`src/rtl/flash_cfg_pkg.sv`:
```
// Shared constants and types for the flash configuration and identifier bank.
// Assumes a 32-bit Avalon-MM slave port with byte addresses and a 10 MHz clock.
package flash_cfg_pkg;

   // Bus geometry.
   localparam int ADDR_W = 16;
   localparam int DATA_W = 32;
   localparam int BE_W = 4;

   // Register byte offsets.
   localparam logic [15:0] OFS_FLASH_CONFIG_ONE = 16'h104c;
   localparam logic [15:0] OFS_FLASH_LIMIT_CONFIG = 16'h1050;
   localparam logic [15:0] OFS_UNIQUE_ID_MID_HIGH = 16'h1058;

   // Field positions in flash_config_one.
   localparam int POS_SIZE_CODE = 24;
   localparam int POS_OFF_IN_DOZE = 1;
   localparam int POS_OFF_CONTROL = 0;

   // Field positions in flash_limit_config.
   localparam int POS_BLOCK0_LIMIT = 24;
   localparam int POS_LIMIT_ONE_BIT = 23;
   localparam int POS_BLOCK1_LIMIT = 16;

   // A limit count of one stands for 8 KB of address space.
   localparam int LIMIT_SHIFT = 13;

   // Reset values and fixed values.
   localparam logic RST_OFF_IN_DOZE = 1'b0;
   localparam logic RST_OFF_CONTROL = 1'b0;
   localparam logic LIMIT_ONE_BIT_VALUE = 1'b1;

   // Default device values; the serial default is arbitrary.
   localparam logic [3:0] DEF_SIZE_CODE = 4'h7;
   localparam logic [6:0] DEF_BLOCK0_LIMIT = 7'h10;
   localparam logic [6:0] DEF_BLOCK1_LIMIT = 7'h00;
   localparam logic [15:0] DEF_UNIQUE_SERIAL = 16'h5a3c;

   // Avalon-MM response codes.
   localparam logic [1:0] RESP_OKAY = 2'h0;
   localparam logic [1:0] RESP_DECODE_ERROR = 2'h3;

   // Timing: flash re-enable time and clock period.
   localparam int FLASH_WAKE_NS = 1000;
   localparam int CLK_PERIOD_NS = 100;
   localparam int FLASH_WAKE_RAW =
      (FLASH_WAKE_NS + CLK_PERIOD_NS - 1) / CLK_PERIOD_NS;
   localparam int FLASH_WAKE_CYCLES = (FLASH_WAKE_RAW < 1) ? 1 : FLASH_WAKE_RAW;

   // Register selector codes.
   localparam logic [1:0] SEL_NONE = 2'h0;
   localparam logic [1:0] SEL_CONFIG = 2'h1;
   localparam logic [1:0] SEL_LIMIT = 2'h2;
   localparam logic [1:0] SEL_SERIAL = 2'h3;

   // Flash power states.
   typedef enum logic [2:0] {
      PWR_ON = 3'b001,
      PWR_OFF = 3'b010,
      PWR_WAKE = 3'b100
   } flash_pwr_e;

   // One bus request as seen by the slave.
   typedef struct packed {
      logic read;
      logic write;
      logic [15:0] address;
      logic [31:0] writedata;
      logic [3:0] byteenable;
   } bus_req_s;

   // Software flash power controls.
   typedef struct packed {
      logic off_in_doze;
      logic off_control;
   } flash_ctrl_s;

endpackage : flash_cfg_pkg

```
`src/rtl/flash_config_id_registers.sv`:
```
// Flash configuration and identifier register bank with flash power gating.
// Assumes an Avalon-MM master on clk_in and doze/flash signals on clk_in.
//
// Overview of operation
// Read-only four-bit code reports program flash size and protection region.
// The size code is a fixed device value; software cannot change it.
// Doze-off bit 1 set turns flash off while doze lasts.
// Flash turns back on by itself when doze ends.
// Doze wake-up is lengthened while flash is re-enabled.
// Flash access while flash is off in doze gets a bus error.
// Software keeps the doze-off bit clear in very low power modes.
// Disable bit 0 set gives bus errors and holds flash in low power.
// Software should not change the disable bit in very low power modes.
// Software moves vectors out of flash before setting the disable bit.
// Seven-bit read-only block 0 limit; 0x10 means a 128 KB block.
// Seven-bit read-only block 1 limit added to block 0 limit.
// Both limit fields hold fixed device values for implemented flash.
// Limit register bit 23 always reads one.
// All other reserved bits read zero and ignore writes.
// Low sixteen bits of the mid-high identifier hold the unique serial.
// Power-control bits clear at reset; read-only field writes are ignored.
//
// Added by the designer: register access over Avalon-MM.
`timescale 1ns/1ps
module flash_config_id_registers #(
   parameter logic [3:0] SIZE_CODE = flash_cfg_pkg::DEF_SIZE_CODE,
   parameter logic [6:0] BLOCK0_LIMIT = flash_cfg_pkg::DEF_BLOCK0_LIMIT,
   parameter logic [6:0] BLOCK1_LIMIT = flash_cfg_pkg::DEF_BLOCK1_LIMIT,
   // Arbitrary default; each part carries its own serial.
   parameter logic [15:0] UNIQUE_SERIAL = flash_cfg_pkg::DEF_UNIQUE_SERIAL,
   parameter int WAKE_CYCLES = flash_cfg_pkg::FLASH_WAKE_CYCLES
) (
   // Clock and reset.
   input wire logic clk_in,
   input wire logic reset_in,

   // Avalon-MM slave.
   input wire logic [15:0] avs_address_in,
   input wire logic avs_read_in,
   input wire logic avs_write_in,
   input wire logic [31:0] avs_writedata_in,
   input wire logic [3:0] avs_byteenable_in,
   output logic [31:0] avs_readdata_out,
   output logic avs_waitrequest_out,
   output logic [1:0] avs_response_out,

   // Low-power mode state from the mode controller.
   input wire logic doze_in,
   output logic doze_wake_hold_out,

   // Flash access path.
   input wire logic flash_access_in,
   output logic flash_bus_error_out,
   output logic flash_power_on_out,
   output logic flash_ready_out,

   // Decoded flash geometry.
   output logic [3:0] program_flash_size_code_out,
   output logic [31:0] block0_end_out,
   output logic [31:0] block1_end_out
);

   // ------------------------------------------------------------------
   // Request capture.
   // ------------------------------------------------------------------

   flash_cfg_pkg::bus_req_s req;
   flash_cfg_pkg::flash_ctrl_s ctrl_q;
   flash_cfg_pkg::flash_ctrl_s ctrl_d;
   logic ack_q;
   logic [31:0] readdata_q;
   logic [1:0] response_q;
   logic [31:0] block0_end_q;
   logic [31:0] block1_end_q;

   // Bundle the bus inputs so the decode sees one request object.
   assign req.read = avs_read_in;
   assign req.write = avs_write_in;
   assign req.address = avs_address_in;
   assign req.writedata = avs_writedata_in;
   assign req.byteenable = avs_byteenable_in;

   // ------------------------------------------------------------------
   // Address decode.
   // ------------------------------------------------------------------

   // Maps a byte address to a register selector; read and write both use it.
   function automatic logic [1:0] reg_sel(input logic [15:0] addr);
      logic [1:0] sel;
      sel = flash_cfg_pkg::SEL_NONE;
      if (addr == flash_cfg_pkg::OFS_FLASH_CONFIG_ONE) begin
         sel = flash_cfg_pkg::SEL_CONFIG;
      end else if (addr == flash_cfg_pkg::OFS_FLASH_LIMIT_CONFIG) begin
         sel = flash_cfg_pkg::SEL_LIMIT;
      end else if (addr == flash_cfg_pkg::OFS_UNIQUE_ID_MID_HIGH) begin
         sel = flash_cfg_pkg::SEL_SERIAL;
      end
      return sel;
   endfunction : reg_sel

   wire [1:0] sel_now;
   wire active;
   wire accept;
   wire write_accept;
   wire cfg_write;
   wire mapped;

   assign sel_now = reg_sel(req.address);
   assign mapped = (sel_now != flash_cfg_pkg::SEL_NONE);
   assign active = req.read | req.write;

   // Every request waits exactly one cycle; the answer is ready after it.
   // A fixed single wait keeps the read mux off the bus timing path.
   assign avs_waitrequest_out = active & ~ack_q;
   assign accept = active & ack_q;
   assign write_accept = accept & req.write;

   // Only the control byte of flash_config_one is writable; all other
   // fields, including the whole limit and serial words, drop writes.
   assign cfg_write = write_accept
      & (sel_now == flash_cfg_pkg::SEL_CONFIG)
      & req.byteenable[0];

   // ------------------------------------------------------------------
   // Read words.
   // ------------------------------------------------------------------

   wire [31:0] word_config;
   wire [31:0] word_limit;
   wire [31:0] word_serial;
   wire [31:0] read_mux;

   // Size code is a build-time constant; nothing on the bus reaches it.
   assign word_config = {4'h0, SIZE_CODE, 22'h000000,
      ctrl_q.off_in_doze, ctrl_q.off_control};

   // Limit fields are constants; bit 23 is tied high, the rest of the
   // reserved bits read low.
   assign word_limit = {1'b0, BLOCK0_LIMIT,
      flash_cfg_pkg::LIMIT_ONE_BIT_VALUE, BLOCK1_LIMIT,
      16'h0000};

   // Upper half of the identifier word reads zero.
   assign word_serial = {16'h0000, UNIQUE_SERIAL};

   assign read_mux =
      (sel_now == flash_cfg_pkg::SEL_CONFIG) ? word_config :
      (sel_now == flash_cfg_pkg::SEL_LIMIT) ? word_limit :
      (sel_now == flash_cfg_pkg::SEL_SERIAL) ? word_serial :
      32'h00000000;

   // ------------------------------------------------------------------
   // Control register next value.
   // ------------------------------------------------------------------

   // Both power bits sit in byte lane 0 and load together.
   always_comb begin
      ctrl_d = ctrl_q;
      if (cfg_write) begin
         ctrl_d.off_in_doze =
            req.writedata[flash_cfg_pkg::POS_OFF_IN_DOZE];
         ctrl_d.off_control =
            req.writedata[flash_cfg_pkg::POS_OFF_CONTROL];
      end
   end

   // ------------------------------------------------------------------
   // Bus handshake and answer registers.
   // ------------------------------------------------------------------

   // The acknowledge toggles high for one cycle per request; the ~ack_q term
   // clears it on the next edge, so it never stays up even while a request is held.
   always_ff @(posedge clk_in) begin
      if (reset_in) begin
         ack_q <= 1'b0;
      end else begin
         ack_q <= active & ~ack_q;
      end
   end

   // Read data and response are loaded in the wait cycle so they stand
   // steady for the whole cycle in which waitrequest is low.
   always_ff @(posedge clk_in) begin
      if (reset_in) begin
         readdata_q <= 32'h00000000;
         response_q <= flash_cfg_pkg::RESP_OKAY;
      end else if (active & ~ack_q) begin
         readdata_q <= req.read ? read_mux : 32'h00000000;
         response_q <= mapped ? flash_cfg_pkg::RESP_OKAY
            : flash_cfg_pkg::RESP_DECODE_ERROR;
      end
   end

   // Flash power controls start cleared so flash comes up enabled.
   always_ff @(posedge clk_in) begin
      if (reset_in) begin
         ctrl_q.off_in_doze <= flash_cfg_pkg::RST_OFF_IN_DOZE;
         ctrl_q.off_control <= flash_cfg_pkg::RST_OFF_CONTROL;
      end else begin
         ctrl_q <= ctrl_d;
      end
   end

   assign avs_readdata_out = readdata_q;
   assign avs_response_out = response_q;

   // ------------------------------------------------------------------
   // Flash geometry outputs.
   // ------------------------------------------------------------------

   wire [31:0] block0_end;
   wire [31:0] block1_end;
   wire [7:0] limit_sum;

   // Each limit count is 8 KB, so a count of 0x10 ends at 0x0002_0000.
   assign block0_end = {25'h0000000, BLOCK0_LIMIT}
      << flash_cfg_pkg::LIMIT_SHIFT;
   assign limit_sum = {1'b0, BLOCK0_LIMIT} + {1'b0, BLOCK1_LIMIT};
   assign block1_end = {24'h000000, limit_sum}
      << flash_cfg_pkg::LIMIT_SHIFT;

   // Registered so the two block end outputs come from flip-flops.
   always_ff @(posedge clk_in) begin
      if (reset_in) begin
         block0_end_q <= 32'h00000000;
         block1_end_q <= 32'h00000000;
      end else begin
         block0_end_q <= block0_end;
         block1_end_q <= block1_end;
      end
   end

   assign block0_end_out = block0_end_q;
   assign block1_end_out = block1_end_q;
   assign program_flash_size_code_out = SIZE_CODE;

   // ------------------------------------------------------------------
   // Flash power sequencing.
   // ------------------------------------------------------------------

   // Software must keep off_in_doze clear in very low power modes; the
   // sequencer does not police that and simply follows the bits.
   flash_power_gate #(
      .WAKE_CYCLES(WAKE_CYCLES)
   ) power_gate (
      .clk_in(clk_in),
      .reset_in(reset_in),
      .ctrl_in(ctrl_q),
      .doze_in(doze_in),
      .flash_access_in(flash_access_in),
      .power_on_out(flash_power_on_out),
      .ready_out(flash_ready_out),
      .bus_error_out(flash_bus_error_out),
      .wake_hold_out(doze_wake_hold_out)
   );

endmodule : flash_config_id_registers

```
`src/rtl/flash_power_gate.sv`:
```
// Flash power sequencer: turns flash off and on and refuses access while off.
// Assumes doze and flash access requests come from logic on the same clock.
`timescale 1ns/1ps
module flash_power_gate #(
   parameter int WAKE_CYCLES = flash_cfg_pkg::FLASH_WAKE_CYCLES
) (
   // Clock and reset.
   input wire logic clk_in,
   input wire logic reset_in,
   // Controls from the register bank.
   input wire flash_cfg_pkg::flash_ctrl_s ctrl_in,
   input wire logic doze_in,
   // Flash access from any bus master.
   input wire logic flash_access_in,
   // Status towards flash and the mode controller.
   output logic power_on_out,
   output logic ready_out,
   output logic bus_error_out,
   output logic wake_hold_out
);

   localparam logic [15:0] WAKE_LAST = 16'(WAKE_CYCLES - 1);

   flash_cfg_pkg::flash_pwr_e state_q;
   flash_cfg_pkg::flash_pwr_e state_d;
   logic [15:0] wake_cnt_q;
   logic [15:0] wake_cnt_d;
   logic bus_error_q;
   wire want_off;
   wire wake_done;

   // Flash goes off when disabled outright or when dozing with doze-off set.
   assign want_off = ctrl_in.off_control
      | (ctrl_in.off_in_doze & doze_in);
   assign wake_done = (wake_cnt_q == 16'h0000);

   // Leaving the off state other than by reset always passes through a timed wake so the flash
   // is stable before anyone is allowed to fetch from it.
   always_comb begin
      state_d = state_q;
      wake_cnt_d = wake_cnt_q;
      case (state_q)
         flash_cfg_pkg::PWR_ON: begin
            if (want_off) begin
               state_d = flash_cfg_pkg::PWR_OFF;
            end
         end
         flash_cfg_pkg::PWR_OFF: begin
            if (!want_off) begin
               state_d = flash_cfg_pkg::PWR_WAKE;
               wake_cnt_d = WAKE_LAST;
            end
         end
         flash_cfg_pkg::PWR_WAKE: begin
            if (want_off) begin
               state_d = flash_cfg_pkg::PWR_OFF;
            end else if (wake_done) begin
               state_d = flash_cfg_pkg::PWR_ON;
            end else begin
               wake_cnt_d = wake_cnt_q - 16'h0001;
            end
         end
         default: begin
            state_d = flash_cfg_pkg::PWR_ON;
         end
      endcase
   end

   // State, wake counter and the registered access error.
   always_ff @(posedge clk_in) begin
      if (reset_in) begin
         state_q <= flash_cfg_pkg::PWR_ON;
         wake_cnt_q <= 16'h0000;
         bus_error_q <= 1'b0;
      end else begin
         state_q <= state_d;
         wake_cnt_q <= wake_cnt_d;
         bus_error_q <= flash_access_in & ~ready_out;
      end
   end

   assign power_on_out = (state_q != flash_cfg_pkg::PWR_OFF);
   assign ready_out = (state_q == flash_cfg_pkg::PWR_ON);
   assign bus_error_out = bus_error_q;
   // Doze exit is held until the flash is back, which lengthens wake-up.
   assign wake_hold_out = ~doze_in & ~ready_out
      & ~ctrl_in.off_control;

endmodule : flash_power_gate

```
`config.mk`:
```
export PLATFORM = sky130hd
export DESIGN_NAME = flash_config_id_registers
export DESIGN_NICKNAME = d
export VERILOG_FILES = /design/src/rtl/flash_cfg_pkg.sv /design/src/rtl/flash_config_id_registers.sv /design/src/rtl/flash_power_gate.sv
export SDC_FILE = /design/constraint.sdc
export NUM_CORES = 1
export LEC_CHECK = 0
export BUFFER_PORTS_ARGS = -buffer_cell sky130_fd_sc_hd__buf_2
export CORE_MARGIN = 2
export CORE_UTILIZATION = 45
export CTS_BUF_LIST = sky130_fd_sc_hd__clkbuf_4 sky130_fd_sc_hd__clkbuf_8
export DETAILED_ROUTE_END_ITERATION = 7
export PLACE_DENSITY = 0.88
export SETUP_SLACK_MARGIN = 0.15
export SLEW_MARGIN = 20
export SYNTH_ARGS = -nofsm -noshare
export SYNTH_HDL_FRONTEND = slang
export SYNTH_HIERARCHICAL = 1
export SYNTH_SLANG_ARGS = --single-unit
```
`constraint.sdc`:
```
create_clock -name clk_in -period 5.4 [get_ports clk_in]
set_input_delay 1.08 -clock clk_in [delete_from_list [all_inputs] [get_ports clk_in]]
set_output_delay 1.08 -clock clk_in [all_outputs]
set_load 0.02 [all_outputs]
```
Word-level counts from Yosys, hierarchy flattened
Cells that the tools add are included.
Operators by class
  add/subtract/negate cells: 1
  multipliers: 0
  divide/modulo/power cells: 0
  order comparisons: 0
  eq/ne operators: 15
  shift operators: 0
  multiplexer cells: 18
  bitwise gates (word level): 15
  reductions and logical operators: 5
Operator list (count)
  $mux W29: 3
  $eq A16 B13 Y1 const B: 3
  $mux W16: 3
  $pmux W16 S2: 1
  $mux W18: 1
  $logic_not A16 Y1: 1
  $sub A16 B1 Y16 const B: 1
  $mux W15: 1
  $mux W3: 4
  $and A1 B1 Y1: 9
  $pmux W3 S3: 1
  $mux W2: 4
  $ne A2 B2 Y1 const B: 4
  $eq A2 B2 Y1 const B: 2
  $not A1 Y1: 4
  $reduce_and A4 Y1: 1
  $reduce_bool A2 Y1: 2
  $eq A3 B1 Y1 const B: 1
  $eq A3 B2 Y1 const B: 1
  $eq A3 B3 Y1 const B: 1
  $ne A3 B1 Y1 const B: 1
  $ne A3 B2 Y1 const B: 1
  $reduce_and A3 Y1: 1
  $eq A2 B1 Y1 const B: 1
  $or A1 B1 Y1: 2
Storage, ports and cells
  register bits after elaboration: 89
  latch bits: 0
  bits in writable memories: 0
  ROM bits: 0
  input port bits: 58
  output and inout bits: 107
  word-level logic and storage cells: 63
  memories kept: 0

Depth between registers and ports, before layout
Gate-level depths: netlist of run 1.
  word-level depth: 9
  mapped depth: 7
  mapped depth without buffers: 7

By module
Netlist of run 1, hierarchy kept.
By module, submodules not included
  flash_config_id_registers: instances 1, cells each 149, area an instance 1173.6 um^2
  flash_power_gate: instances 1, cells each 119, area an instance 1066.0 um^2

Worst setup path after synthesis of run 1
OpenSTA, ideal clock, no wires.
  kind: input port to output port
  from: input avs_read_in
  to: output avs_waitrequest_out
  data arrival time: 1.575 ns
  setup slack: 2.745 ns
  stages: 4
  path buffers: 1
  path through: nor2_1 > or2_1 > clkbuf_1 > inv_2
Between the ends
  cells in the longest elaborated chain, start to end: 2
Ends and longest elaborated chain
  from (decl): line flash_config_id_registers.sv:39  | input wire logic avs_read_in,
  $or A1 B1 Y1: line flash_config_id_registers.sv:110  | assign active = req.read | req.write;
  $and A1 B1 Y1: line flash_config_id_registers.sv:114  | assign avs_waitrequest_out = active & ~ack_q;
  to (decl): line flash_config_id_registers.sv:44  | output logic avs_waitrequest_out,
Every way passes these cells.

Worst setup path after layout of run 1
Same ends and word-level chain as after synthesis.

==> metrics.txt, run 1 <==
status=completed; clock sinks=30; largest net degree at the start of global routing=20; worst skew pair latency=0.29 ns; CP Capture Type=output pin; Final Skew=0.00440 ns; Rows=25; CTS root buf=clkbuf_8; critical path class=input pin to output pin; via count=1655; R2R Setup Slk=3.13 ns; min-delay src=avs_readdata_out[0]; Post-Syn Area=2240 µm²; slowest cell delay on critical path=0.30 ns; Min-Delay Path Depth=2; final hold vios=0; Clock Power Share=38.5%; Worst Hold Path EP=avs_readdata_out[0]; wirelength, routed=3940 µm; routed vias/inst=4.47; Seq pwr share=45.3%; Synth Warn #=6; WL met1=1620 µm; Critical Path RT=4.32 ns; Reg clk slew, reported paths=0.07 ns; Post-DP HPWL=3080 µm; Final Cell Area=2220 µm²; measured slew at the worst slew-check pin=0.536 ns; Die ar.=5560 µm²; CTS resizes=0; critical path startpoint category=input pin; RePlAce Congestion=0.814; crit path time final=2.85 ns; Slew headroom=63.9%; Post-CTS Setup Bufs=0; area occupied by multi-input gates=1180 µm²; DR iter-0 viols=52; Internal=337 µW; layout net count=361; Slew Limit Fails=0; Static Leak=1.07 nW; clk buf depth=2; RR Endpoint=power_gate/wake_cnt_q[6]; Final period util=52.7%; core area=4750 µm²; Avg Inst Size Synth=8.36 µm²; placed cell areas=2120 µm²; number of global-route vias before repair=1367; worst-case reg-to-reg path depth=7; GRT Total Usage=13.9%; PwrDens=223 nW/µm²; setup TNS=0 ns; Setup Viol. Count Final=0; most frequent cells in the layout=conb_1 (83), buf_2 (48), dfxtp_1 (30); Remaining DRCs=0; Peak VDD IR=0.151 mV; Pre-antenna DRT Iters=4; antenna violations before repair=0; most frequent CP cell=buf_2; post-synthesis sequential area ratio=26.8%; Num CTS Buffers=5; cell count after placement=362; Comb pwr share=16.2%; Routed Antenna Nets=0; post-synth top area cell=buf_4; antenna cells=0; number of port buffers=48; async set-reset flop share out of synthesis=0%; f_max=351 MHz; Area Overhead vs Synth=-0.950%; die width=74.5 µm; Yosys cell types=53; CTS tree=built; H-tree depth=2; HP Class=register to register; crit path cell chain=buf_2 > nor2_1 > or2_1 > inv_2 > buf_2; max-cap viol count=0; Post-synth EDFFs=0; Critical Path AT=1.77 ns; Reg area=601 µm²; I/O Pins=165; share of cells above drive strength 1=22.8%; top cells by area, synth=buf_4 (32%), dfxtp_1 (27%), a21oi_1 (3.8%); Primary FF master, synth=dfxtp_1; fin cells=370; met2 routed WL=1930 µm; commonest non-fill, non-tap cell in the layout=conb_1; R2R Path Start=power_gate/wake_cnt_q[0]; met3 wire length=342 µm; switching part of the total power=31.8%; filler instances=480; WL per Instance=10.6 µm; crit path max fanout=7; #FFs+latches synth=30; NetSw=157 µW; first-pass GRT wire length=5980 µm; Die Height=74.5 µm; top sig layer=met4; CTS Hold Buffers Added=0; Mapped Cells=268; Initial Utilization=47.1%; CP max-delay cell=or2_1; top cell type's share of synthesized area=32.2%; setup repair after global routing missed its margin=false; total grt overflow=0
[cells in the mapped netlist (4+ instances only)]
library cell and instances:
nor2_1 17, xor2_1 5, nor4_1 4, buf_4 96
o21ai_0 4, nand2_1 10, or4_1 6, nand2b_1 4
a21oi_1 17, nand4_1 7, clkbuf_1 4, dfxtp_1 30
[flip-flops by register name, indices dropped and copies added, names as in the netlist]
register	cells
ack_q	1
power_gate/bus_error_out	1
avs_readdata_out	5
power_gate/state_q	3
block1_end_out	1
ctrl_q	2
power_gate/wake_cnt_q	16
avs_response_out	1
[power groups by stage]
| stage | combinational, mW | clock, mW | sequential [mW] |
|---|---|---|---|
| after floorplan | 0.111 | 0 | 0.230 |
| after global placement | 0.0779 | 0 | 0.229 |
| after detailed placement | 0.0785 | 0 | 0.229 |
| after CTS | 0.0786 | 0.195 | 0.224 |
| after global routing | 0.0864 | 0.204 | 0.224 |
| final | 0.0799 | 0.190 | 0.224 |
[metrics by stage]
step	worst slack, ns	hold WS (ns)	util (%)	total power, mW
floorplan	2.74	0.444	-	0.341
global placement	2.56	0.447	44.7	0.307
detailed placement	2.55	0.446	44.7	0.307
CTS	2.55	0.460	46.7	0.498
global route	2.50	0.484	46.7	0.515
finish	2.55	0.459	46.7	0.494
[routing by layer]
metal / vias up / global-route usage [%]
li1: 817 / -
met1: 757 / 17.2
met2: 76 / 23.3
met3: 5 / 3.52
met4: 0 / 5.36
met5: - / 0
[layout make-up]
class | count | share of cell area (%)
inverter | 4 | 0.677
tap | 67 | 3.78
clock inverter | 2 | 0.564
clock buffer | 6 | 3.72
multi-input combinational | 213 | 53.4
sequential | 30 | 27.1
timing repair buffer | 48 | 10.8
[worst max-delay path by stage]
| stage | from | end | slack (ns) |
|---|---|---|---|
| floorplan | avs_read_in | avs_waitrequest_out | 2.74 |
| global placement | avs_read_in | avs_waitrequest_out | 2.56 |
| detailed placement | avs_read_in | avs_waitrequest_out | 2.55 |
| global route | avs_read_in | avs_waitrequest_out | 2.50 |
| finish | avs_read_in | avs_waitrequest_out | 2.55 |
| CTS | avs_read_in | avs_waitrequest_out | 2.55 |
[worst max-delay path: cells and delay by family]
kind                   cells  cell delay (ns)
buffers and inverters      3             0.35
AND/OR/NAND/NOR            2             0.34
[kinds of logic (layout without fill, tap and decap cells)]
logic type                 after synthesis  count (layout)  share of synthesized area, %
buffers and inverters                  106              60                          33.9
adders and majority gates                1               1                         0.559
and+or+nand+nor                         85              85                          25.3
xor gates and xnor gates                 6               6                          2.35
other                                    2              83                         0.335
muxes                                    1               1                         0.447
DFF                                     30              30                          26.8
AOI/OAI and AO/OA                       37              37                          10.3
No activity file was read; power rests on OpenSTA's default activity.
==> run 2, diff against run 1 <==
--- a/config.mk
+++ b/config.mk
@@ -7,10 +7,10 @@
 export LEC_CHECK = 0
 export BUFFER_PORTS_ARGS = -buffer_cell sky130_fd_sc_hd__buf_2
 export CORE_MARGIN = 2
-export CORE_UTILIZATION = 45
+export CORE_UTILIZATION = 42
 export CTS_BUF_LIST = sky130_fd_sc_hd__clkbuf_4 sky130_fd_sc_hd__clkbuf_8
 export DETAILED_ROUTE_END_ITERATION = 7
-export PLACE_DENSITY = 0.88
+export PLACE_DENSITY = 0.83
 export SETUP_SLACK_MARGIN = 0.15
 export SLEW_MARGIN = 20
 export SYNTH_ARGS = -nofsm -noshare
==> constraint.sdc (replaced) <==
create_clock -name clk_in -period 2.85 [get_ports clk_in]
set_input_delay 0.57 -clock clk_in [delete_from_list [all_inputs] [get_ports clk_in]]
set_output_delay 0.57 -clock clk_in [all_outputs]
set_load 0.02 [all_outputs]
==> run 2 against run 1 <==
Worst setup slack got worse by 2.0 ns. Die area rose by 6.8%. Final cell count rose by 0.81%. Critical path depth rose by 2. Sequential share of layout area rose by 0.061 points. Clock skew fell by 0.0022 ns. Register-to-register slack got worse by 2.5 ns. Clock power rose by 68%. Total power rose by 81%. Count of clock-buffer cells in the layout fell by 1. Wire length fell by 1.5%. Sequential cell count did not move. Highest routed layer unchanged.
==> metrics.txt, run 2 (same netlist as run 1, synthesis figures left out) <==
status=completed; Peak VDD IR=0.255 mV (+69%); max-cap viol count=0 (unchanged); RePlAce Congestion=0.864 (+6.2%); share of cells above drive strength 1=22.8% (unchanged); GRT Total Usage=12.9% (-1.1 points); Layout Utilization=43.1% (-3.6 points); Area Overhead vs Synth=-1.17%; via count=1648 (-0.42%); first-pass GRT wire length=6110 µm (+2.2%); CP Capture Type=register; most frequent cells in the layout=conb_1 (83), buf_2 (48), dfxtp_1 (30); antenna cells=0 (unchanged); largest net degree at the start of global routing=20 (unchanged); critical path class=register to register; Post-DP HPWL=3010 µm (-2.0%); crit path max fanout=8 (+1); H-tree depth=2 (unchanged); final hold vios=0 (unchanged); WL per Instance=10.4 µm (-2.3%); setup TNS=0 ns (unchanged); die width=77.0 µm (+3.3%); Slew Limit Fails=0 (unchanged); worst skew pair latency=0.28 ns (about the same); clock sinks=30 (unchanged); CTS Hold Buffers Added=0 (unchanged); Die ar.=5930 µm² (+6.8%); Slew headroom=58.8% (-5.1 points); crit path time final=2.26 ns; DR iter-0 viols=70 (+35%); setup repair after global routing missed its margin=false; measured slew at the worst slew-check pin=0.616 ns (+0.0800 ns); f_max=442 MHz; Largest Register=power_gate/wake_cnt_q; HP Class=register to register; number of port buffers=48 (unchanged); core area=5140 µm² (+8.1%); Critical Path AT=2.43 ns (+0.66 ns); I/O Pins=165 (unchanged); Initial Utilization=43.6% (-3.5 points); clk buf depth=2 (unchanged); Static Leak=1.07 nW (+0.13%); total grt overflow=0 (unchanged); final hold slack=0.462 ns (+0.00339 ns); commonest non-fill, non-tap cell in the layout=conb_1; Pre-antenna DRT Iters=4 (unchanged); Routed Antenna Nets=0 (unchanged); layout net count=362 (+0.28%); Final period util=79.4%; Critical Path RT=3.02 ns (-1.30 ns); CTS root buf=clkbuf_8; critical path startpoint category=register; PwrDens=405 nW/µm² (+82%); CTS tree=built; Num CTS Buffers=5 (unchanged); Die Height=77.0 µm (+3.3%); Reg clk slew, reported paths=0.06 ns (about the same); Post-CTS Setup Bufs=0 (unchanged); Remaining DRCs=0 (unchanged); Setup Viol. Count Final=0 (unchanged); Final Skew=0.00223 ns (-0.00217 ns); Rows=26 (+4.0%); antenna violations before repair=0 (unchanged); number of global-route vias before repair=1385 (+1.3%); wirelength, routed=3880 µm (-1.5%); max reg flops=16 (unchanged); routed vias/inst=4.42 (-1.2%); CTS resizes=0 (unchanged)
-- run 2: routing by layer --
| layer | wire [µm] | GRT usage [%] | up-vias |
|---|---|---|---|
| li1 | - | - | 817 |
| met4 | 27 | 4.29 | 0 |
| met2 | 1810 | 20.7 | 75 |
| met5 | 0 | 0 | - |
| met1 | 1720 | 15.6 | 752 |
| met3 | 320 | 5.18 | 4 |
-- run 2: final timing paths --
kind                            start  slack [ns]  cells past startpoint                       end
max          power_gate/wake_cnt_q[0]        0.59                      7  power_gate/wake_cnt_q[6]
min               avs_readdata_out[0]        0.46                      2       avs_readdata_out[0]
min reg2reg       avs_readdata_out[0]        0.46                      2       avs_readdata_out[0]
max reg2reg  power_gate/wake_cnt_q[0]        0.59                      7  power_gate/wake_cnt_q[6]
-- run 2: critical path: stages, from the launching register on --
cell and delay, ns:
dfxtp_1 0.31, inv_1 0.09, ha_1 0.19, or4b_1 0.54, nand4b_2 0.36, a21oi_1 0.41, or4_1 0.17, a21oi_1 0.06
-- run 2: through the flow --
stage	cell area, µm²	worst slack (ns)	total power [mW]	std cells
after global routing	2210	0.461	0.938	373
after floorplan	2540	0.903	0.646	349
final	2210	0.587	0.896	373
after detailed placement	2130	0.603	0.584	366
after CTS	2210	0.585	0.903	373
after global placement	2130	0.690	0.583	366
-- run 2: power breakdown --
group / switching [mW] / leakage, nW / internal, mW
combinational: 0.128 / 0.781 / 0.0236
clock: 0.157 / 0.0438 / 0.163
sequential: 0.00170 / 0.243 / 0.422
total: 0.287 / 1.07 / 0.609
-- run 2: layout make-up --
class                      instances  area [µm²]
tap                               70        87.6
inverter                           4        15.0
fill                             526        2930
timing repair buffer              49         248
clock inverter                     2        10.0
clock buffer                       5        68.8
multi-input combinational        213        1180
sequential                        30         601
